### src/rtl/ofs_pkg.sv
// Constants shared by the output fault supervisor.
package ofs_pkg;
    localparam int          NUM_OUT      = 12;
    localparam int          WORD_BITS    = 16;
    localparam int          CLK_HZ       = 50_000_000;
    localparam int          OSC_HZ       = 32_000;
    localparam int          OSC_DIV      = CLK_HZ / OSC_HZ;
    localparam int          LONG_US      = 12_000;
    localparam int          SHORT_US     = 1_500;
    // Delays in oscillator ticks, rounded down.
    localparam int          LONG_TICKS   = LONG_US * (OSC_HZ / 1000) / 1000;
    localparam int          SHORT_TICKS  = SHORT_US * (OSC_HZ / 1000) / 1000;
    localparam int          TMR_W        = 10;
    localparam int          BIT_RESET    = 0;
    localparam int          BIT_OLD      = 13;
    localparam int          BIT_SDEL     = 14;
    localparam int          BIT_SINH     = 15;
    localparam int          ST_TP        = 0;
    localparam int          ST_SCD       = 13;
    localparam int          ST_INH       = 14;
    localparam int          ST_PSF       = 15;
    localparam logic [15:0] IN_RESET     = 16'he000;
endpackage : ofs_pkg

### src/rtl/ofs_delay_timer.sv
// Tick-driven delay timer used for undervoltage and per-output shorts.
`timescale 1ns/1ps
module ofs_delay_timer #(
    parameter int TMR_W = ofs_pkg::TMR_W
) (
    // Clock and reset
    input  wire logic             mclk,
    input  wire logic             rstSync_b,
    // Control
    input  wire logic             tick,
    input  wire logic             active,
    input  wire logic [TMR_W-1:0] limit,
    // Result
    output logic                  expired
);
    typedef struct packed {
        logic [TMR_W-1:0] count;
        logic             done;
    } ofs_tmr_t;

    ofs_tmr_t st;
    ofs_tmr_t next_st;

    always_comb begin
        next_st = st;
        if (!active) begin
            next_st = '0;
        end else if (tick && !st.done) begin
            if (st.count + 1'b1 >= limit) begin
                next_st.done = 1'b1;
            end else begin
                next_st.count = st.count + 1'b1;
            end
        end
    end

    always_ff @(posedge mclk or negedge rstSync_b) begin
        if (!rstSync_b) begin
            st <= '0;
        end else begin
            st <= next_st;
        end
    end

    assign expired = st.done;
endmodule : ofs_delay_timer

### src/rtl/ofs_output_fault_supervisor.sv
// Fault supervisor: input word, status word, protection and inhibit.
`timescale 1ns/1ps
module ofs_output_fault_supervisor #(
    parameter int NUM_OUT     = ofs_pkg::NUM_OUT,
    parameter int LONG_TICKS  = ofs_pkg::LONG_TICKS,
    parameter int SHORT_TICKS = ofs_pkg::SHORT_TICKS,
    parameter int OSC_DIV     = ofs_pkg::OSC_DIV
) (
    // Clock and reset
    input  wire logic               mclk,
    input  wire logic               rst_b,
    // Serial link pins
    input  wire logic               chipSel_b,
    input  wire logic               serClk,
    input  wire logic               serDataIn,
    output logic                    serDataOut,
    output logic                    serDataOutEn,
    // Analog condition inputs
    input  wire logic               loadSupplyLow,
    input  wire logic               tempPrewarnSet,
    input  wire logic               tempPrewarnClear,
    input  wire logic               tempShutdown,
    input  wire logic               tempSwitchOnOk,
    input  wire logic [NUM_OUT-1:0] overCurrent,
    input  wire logic [NUM_OUT-1:0] openLoadSense,
    input  wire logic               hwInhibit_b,
    // Driver controls
    output logic [NUM_OUT-1:0]      outEnable,
    output logic [NUM_OUT-1:0]      senseCurrentOn,
    // Observed state
    output logic [15:0]             inputWord,
    output logic [15:0]             statusWord
);
    localparam int TMR_W_L = ofs_pkg::TMR_W;
    localparam logic [TMR_W_L-1:0] LONG_L  = TMR_W_L'(LONG_TICKS);
    localparam logic [TMR_W_L-1:0] SHORT_L = TMR_W_L'(SHORT_TICKS);

    initial begin
        if (NUM_OUT != ofs_pkg::NUM_OUT || LONG_TICKS >= 2**TMR_W_L
            || SHORT_TICKS < 1 || OSC_DIV < 2) begin
            $error("ofs: unsupported parameter values");
        end
    end

    // Synchronised reset.
    logic rstMeta_b;
    logic rstSync_b;
    always_ff @(posedge mclk or negedge rst_b) begin
        if (!rst_b) begin
            rstMeta_b <= 1'b0;
            rstSync_b <= 1'b0;
        end else begin
            rstMeta_b <= 1'b1;
            rstSync_b <= rstMeta_b;
        end
    end

    typedef struct packed {
        logic [2:0]         csSync;
        logic [2:0]         clkSync;
        logic [1:0]         diSync;
        logic [1:0]         uvSync;
        logic [1:0]         pwSetSync;
        logic [1:0]         pwClrSync;
        logic [1:0]         tsdSync;
        logic [1:0]         tonSync;
        logic [1:0]         inhSync;
        logic [NUM_OUT-1:0] ocMeta;
        logic [NUM_OUT-1:0] ocSync;
        logic [NUM_OUT-1:0] olMeta;
        logic [NUM_OUT-1:0] olSync;
        logic [15:0]        shiftIn;
        logic [15:0]        shiftOut;
        logic [4:0]         bitCount;
        logic               dout;
        logic [15:0]        inWord;
        logic [15:0]        outWord;
        logic               tpFlag;
        logic               psfFlag;
        logic               uvOff;
        logic               thermOff;
        logic [NUM_OUT-1:0] shortOff;
        logic [15:0]        oscCount;
        logic               tick;
    } ofs_state_t;

    ofs_state_t st;
    ofs_state_t next_st;

    logic               uvExpired;
    logic [NUM_OUT-1:0] shExpired;
    logic [TMR_W_L-1:0] delayLimit;

    // Internal oscillator stands in as a divided mclk tick.
    assign delayLimit = st.inWord[ofs_pkg::BIT_SDEL] ? LONG_L : SHORT_L;

    ofs_delay_timer #(.TMR_W(TMR_W_L)) uvTimer (
        .mclk      (mclk),
        .rstSync_b (rstSync_b),
        .tick      (st.tick),
        .active    (st.uvSync[1]),
        .limit     (delayLimit),
        .expired   (uvExpired)
    );

    genvar gi;
    generate
        for (gi = 0; gi < NUM_OUT; gi++) begin : gShort
            ofs_delay_timer #(.TMR_W(TMR_W_L)) shTimer (
                .mclk      (mclk),
                .rstSync_b (rstSync_b),
                .tick      (st.tick),
                .active    (st.ocSync[gi]),
                .limit     (delayLimit),
                .expired   (shExpired[gi])
            );
        end
    endgenerate

    logic               csFall;
    logic               csRise;
    logic               clkRise;
    logic               clkFall;
    logic               inhibit;
    logic               status_reset_request;
    logic [NUM_OUT-1:0] cmd;
    logic [NUM_OUT-1:0] stat;
    logic [15:0]        built;

    always_comb begin
        next_st = st;
        csFall  = st.csSync[2] & ~st.csSync[1];
        csRise  = ~st.csSync[2] & st.csSync[1];
        clkRise = ~st.clkSync[2] & st.clkSync[1];
        clkFall = st.clkSync[2] & ~st.clkSync[1];
        status_reset_request     = 1'b0;

        next_st.csSync    = {st.csSync[1:0], chipSel_b};
        next_st.clkSync   = {st.clkSync[1:0], serClk};
        next_st.diSync    = {st.diSync[0], serDataIn};
        next_st.uvSync    = {st.uvSync[0], loadSupplyLow};
        next_st.pwSetSync = {st.pwSetSync[0], tempPrewarnSet};
        next_st.pwClrSync = {st.pwClrSync[0], tempPrewarnClear};
        next_st.tsdSync   = {st.tsdSync[0], tempShutdown};
        next_st.tonSync   = {st.tonSync[0], tempSwitchOnOk};
        next_st.inhSync   = {st.inhSync[0], hwInhibit_b};
        next_st.ocMeta    = overCurrent;
        next_st.ocSync    = st.ocMeta;
        next_st.olMeta    = openLoadSense;
        next_st.olSync    = st.olMeta;

        if (st.oscCount == 16'(OSC_DIV - 1)) begin
            next_st.oscCount = '0;
            next_st.tick     = 1'b1;
        end else begin
            next_st.oscCount = st.oscCount + 16'h0001;
            next_st.tick     = 1'b0;
        end

        if (st.pwSetSync[1]) begin
            next_st.tpFlag = 1'b1;
        end else if (st.pwClrSync[1]) begin
            next_st.tpFlag = 1'b0;
        end

        // Serial word: sample on rising clock, shift out on falling clock.
        if (csFall) begin
            next_st.shiftOut = st.outWord;
            next_st.dout     = st.outWord[ofs_pkg::ST_TP];
            next_st.bitCount = '0;
        end else if (!st.csSync[1]) begin
            if (clkRise) begin
                next_st.shiftIn  = {st.diSync[1], st.shiftIn[15:1]};
                next_st.bitCount = st.bitCount + 5'h01;
            end
            if (clkFall) begin
                next_st.shiftOut = {1'b0, st.shiftOut[15:1]};
                next_st.dout     = st.shiftOut[1];
            end
        end
        if (csRise && st.bitCount == 5'h10) begin
            next_st.inWord = st.shiftIn;
            status_reset_request = st.shiftIn[ofs_pkg::BIT_RESET];
        end // any other count leaves the input word as it was and requests no status reset.
        next_st.inWord[ofs_pkg::BIT_RESET] = 1'b0;

        if (uvExpired) begin
            next_st.psfFlag = 1'b1;
        end else if (status_reset_request) begin
            next_st.psfFlag = 1'b0;
        end
        next_st.uvOff = uvExpired;

        if (st.tsdSync[1]) begin
            next_st.thermOff = 1'b1;
        end else if (status_reset_request && st.tonSync[1]) begin
            next_st.thermOff = 1'b0;
        end

        for (int i = 0; i < NUM_OUT; i++) begin
            if (st.ocSync[i] && (shExpired[i] || st.tpFlag)) begin
                next_st.shortOff[i] = 1'b1;
            end else if (status_reset_request) begin
                next_st.shortOff[i] = 1'b0;
            end
        end

        inhibit = ~st.inWord[ofs_pkg::BIT_SINH] | ~st.inhSync[1];
        cmd     = st.inWord[NUM_OUT:1];
        for (int i = 0; i < NUM_OUT; i++) begin
            if (!st.inWord[ofs_pkg::BIT_OLD] && !cmd[i]) begin
                stat[i] = st.olSync[i];
            end else begin
                stat[i] = cmd[i] & ~st.shortOff[i];
            end
        end
        built = {st.psfFlag, inhibit, |st.shortOff, stat, st.tpFlag};
        if (st.thermOff) begin
            built = 16'hffff;
        end
        if (st.csSync[1] && !csRise) begin
            next_st.outWord = built;
        end
    end

    always_ff @(posedge mclk or negedge rstSync_b) begin
        if (!rstSync_b) begin
            st        <= '0;
            st.inWord <= ofs_pkg::IN_RESET;
            st.csSync <= 3'h7;
            st.inhSync <= 2'h3;
        end else begin
            st <= next_st;
        end
    end

    // Each cause gates independently, so all must clear first.
    assign outEnable = st.inWord[NUM_OUT:1] & ~st.shortOff
                     & {NUM_OUT{~(st.uvOff | st.thermOff | inhibit)}};
    assign senseCurrentOn = {NUM_OUT{~st.inWord[ofs_pkg::BIT_OLD]}}
                          & ~st.inWord[NUM_OUT:1];
    assign serDataOut   = st.dout;
    assign serDataOutEn = ~st.csSync[1];
    assign inputWord    = st.inWord;
    assign statusWord   = st.outWord;
endmodule : ofs_output_fault_supervisor

### config.mk
export PLATFORM = sky130hd
export DESIGN_NAME = ofs_output_fault_supervisor
export DESIGN_NICKNAME = d
export VERILOG_FILES = /design/src/rtl/ofs_pkg.sv /design/src/rtl/ofs_delay_timer.sv /design/src/rtl/ofs_output_fault_supervisor.sv
export SDC_FILE = /design/constraint.sdc
export NUM_CORES = 1
export LEC_CHECK = 0
export ABC_AREA = 1
export BUFFER_PORTS_ARGS = -buffer_cell sky130_fd_sc_hd__buf_4
export CAP_MARGIN = 20
export CORE_MARGIN = 5
export CORE_UTILIZATION = 25
export DETAILED_ROUTE_END_ITERATION = 12
export REMOVE_ABC_BUFFERS = 1
export SLEW_MARGIN = 15
export SYNTH_ARGS = -nofsm -noshare
export SYNTH_HDL_FRONTEND = slang
export SYNTH_SLANG_ARGS = --single-unit
export TNS_END_PERCENT = 30
### constraint.sdc
create_clock -name mclk -period 19.6 [get_ports mclk]
set_input_delay 0.98 -clock mclk [delete_from_list [all_inputs] [get_ports mclk]]
set_output_delay 0.98 -clock mclk [all_outputs]
set_load 0.02 [all_outputs]
==> results.ini <==
[global_routing]
grt_max_degree = 82
grt_pass1_vias = 12600
overflow = 0
grt_pass1_wl_um = 66700
grt_use_total_pct = 11.4
antenna_found_initial = 1

[detailed_routing]
wire_per_inst_um = 13.7
ant_nets = 0
routed_wl_um = 41000
drc = 0
dr.first_iter.drc_count = 775
vias = 13100
vias_per_cell = 4.40
firstDrtPassIters = 4

[logic_synthesis]
yosys.area_share.xor_xnor_pct = 3.44
synth_fa_ha_area_share_pct = 6.19
syn_area_sq_mm = 0.0166
synth_compound_area_share_pct = 6.10
synthCells = 2016
synth_top_family_by_area = simple AND/OR/NAND/NOR gates
synth-simple-area-share_pct = 29.7
synth-edff-count = 0
postSynth.asyncResetShare_pct = 100
ys_ff_latch = 314
yosys_warnings = 0
yosysSeqAreaShare_pct = 47.5
synth_ff_type = dfrtp_1
synth.area.mux_share_pct = 0
ys_types = 45
syn_area_per_cell_sq_um = 8.22

[floorplan]
ios = 93
core_area_sq_mm = 0.0657
placementRows = 94
dieWidth_um = 267
start_util_pct = 25.2
dieArea_sq_mm = 0.0715
die_h_um = 267

[finish]
fill_cells = 6948
final_util_pct = 29.4
fin_nets = 2203
drive_gt1_share_pct = 11.3
areaGrowthSynthToFinish_pct = 16.6

[place]
portBuffers = 91
post-place-ws_ps = 16410
routabilityCongestion = 0.841
place_hpwl_um = 29000

[clock_tree]
cts_made_buffers = 37
cts_buffer_depth = 3
clk_pin_slew_ps = 60
cts_hold_buf = 0
htree_levels = 2
cts.sinks = 314
cts_setup_buffers = 0
ctsResizeCount = 0
cts-root-buf = clkbuf_16
cts_tree = done
clk_latency_ps = 570

[setup_path]
r2r_slack_ps = 16480
worst_r2r_path_depth = 14
arrival_ps = 2800
critPathKind = flop to primary output
crit_path_end = outEnable[10]
path_max_fanout = 13
worstReg2RegStart = gShort[0].shTimer.st[1]
worstPathRequired_ps = 18620
startpoint = st[29]
rr_endpoint = gShort[0].shTimer.st[1]
timing.critical_path.to_type = primary output
critPathLaunchType = flop

[power_and_ir_drop]
cellPowerDensity_mw_per_mm2 = 75.6
ir_worst_vdd_mv = 0.0506
p_leak_nw = 9.42

[sta]
worst_slew_margin_rel_pct = 28.7
holdWs_ps = 209
fin_setup_tns_ps = 0
fin_crit_ps = 3780
maxSlewViolCount = 0
worstMarginPinSlew_ps = 1070
period_share_pct = 19.3
final_hold_viol_count = 0
setup_violations = 0
skew_ps = 32.9
fmax_mhz = 265
layout_setup_ws_ps = 15820
rsz0062_at_grt = false

[min_path]
hold_class = input pin to async pin

[status]
status = finished, final reports clean

[run]
maxCapViolations = 0

layer usage:
| layer | GRT usage [%] | vias to the layer above | wire, um | share of wire, % |
|---|---|---|---|---|
| li1 | - | 6684 | - | - |
| met1 | 15.5 | 6170 | 19600 | 48 |
| met4 | 3.71 | 0 | 1100 | 2.7 |
| met3 | 2.36 | 57 | 2030 | 5.0 |
| met2 | 18.3 | 213 | 18200 | 44 |
| met5 | 0 | - | 0 | 0 |
Yosys cell counts, types with 5 or more instances:
cell        n  area (sq um)
nor2_4      6          67.6
dfrtp_1   306          7660
buf_4      32           240
nand3_1   168           841
nand3_2    10           100
xor2_1     48           420
dfstp_2     8           210
a41oi_1    12           105
ha_1       82          1030
o22ai_1    14          87.6
nand2_1   518          1940
o21bai_1   11          82.6
nand4_1    81           507
nand2_2    19           119
clkbuf_1   33           124
xnor2_1    17           149
nor3_1     34           170
buf_2       8          40.0
inv_1     190           713
nor2_1    242           908
nor2_2      9          56.3
a21boi_0    5          37.5
o21ai_0    79           395
a21oi_1    38           190
power breakdown:
| part | leakage [nW] | total, mW | switching (mW) | internal, mW |
|---|---|---|---|---|
| clock | 0.600 | 0.697 | 0.286 | 0.411 |
| combinational | 4.88 | 0.0673 | 0.0441 | 0.0232 |
| sequential | 3.95 | 0.696 | 0.0269 | 0.669 |
worst min-delay path by stage:
stage	from	endpoint	slack [ps]
CTS	rst_b	rstSync_b	170
floorplan	next_st[166]	next_st[167]	330
finish	rst_b	rstSync_b	210
global route	rst_b	rstSync_b	180
global placement	next_st[112]	st[112]	330
detailed placement	next_st[112]	st[112]	330
kinds of logic after synthesis:
group | Yosys count
AOI/OAI and AO/OA | 173
xor gates and xnor gates | 65
other | 2
and+or+nand+nor | 1109
buffers and inverters | 271
DFF | 314
adders and majority gates | 82
layout by cell type (no fill, tap or decap), types with 6 or more instances in the layout:
master     synthesis  final
nand2_1          518    518
nand4_1           81     81
nor2_4             6      6
dfrtp_1          306    305
nand3_1          168    167
dfstp_2            8      8
o21bai_1          11     11
nor2_2             9      9
a41oi_1           12     12
clkbuf_16          0     38
clkbuf_8           0     10
xnor2_1           17     17
o22ai_1           14     14
nor2_1           242    242
inv_1            190    189
nand2_2           19     19
ha_1              82     82
nor3_1            34     34
clkbuf_1          33      7
buf_4             32    106
o21ai_0           79     79
nand3_2           10     11
a21oi_1           38     38
xor2_1            48     48
metrics by stage:
step                      instance area (sq um)  instances  total power [mW]
final                                     19300       2980              1.46
after global routing                      19300       2979              1.53
after CTS                                 19200       2977              1.49
after detailed placement                  18000       2909             0.775
after global placement                    18000       2909             0.774
after floorplan                           16100       1939             0.742
worst max-delay path, cell delays in order, from the launching register on:
cell	delay, ps
dfrtp_1	410
inv_1	510
nand3_1	180
or2_2	490
nor2_1	400
buf_4	230
layout make-up:
| type | instances | area (sq um) | area share, % |
|---|---|---|---|
| clock inverters | 13 | 129 | 0.667 |
| multi-input cells | 1431 | 7530 | 39.0 |
| clock buffers | 55 | 1110 | 5.77 |
| diodes | 1 | 2.50 | 0.0130 |
| repair buffers | 108 | 851 | 4.41 |
| inverters | 194 | 728 | 3.77 |
| well taps | 864 | 1080 | 5.60 |
| flip-flops and latches | 314 | 7870 | 40.8 |
flip-flops by register name (all words and copies together), names as in the netlist:
name,flops
gShort.shTimer.expired,12
gShort.shTimer.st,120
inputWord,15
next_st,35
rstMeta_b,1
rstSync_b,1
st,103
statusWord,16
uvTimer.expired,1
uvTimer.st,10
Power figures use the tool's default switching activity.
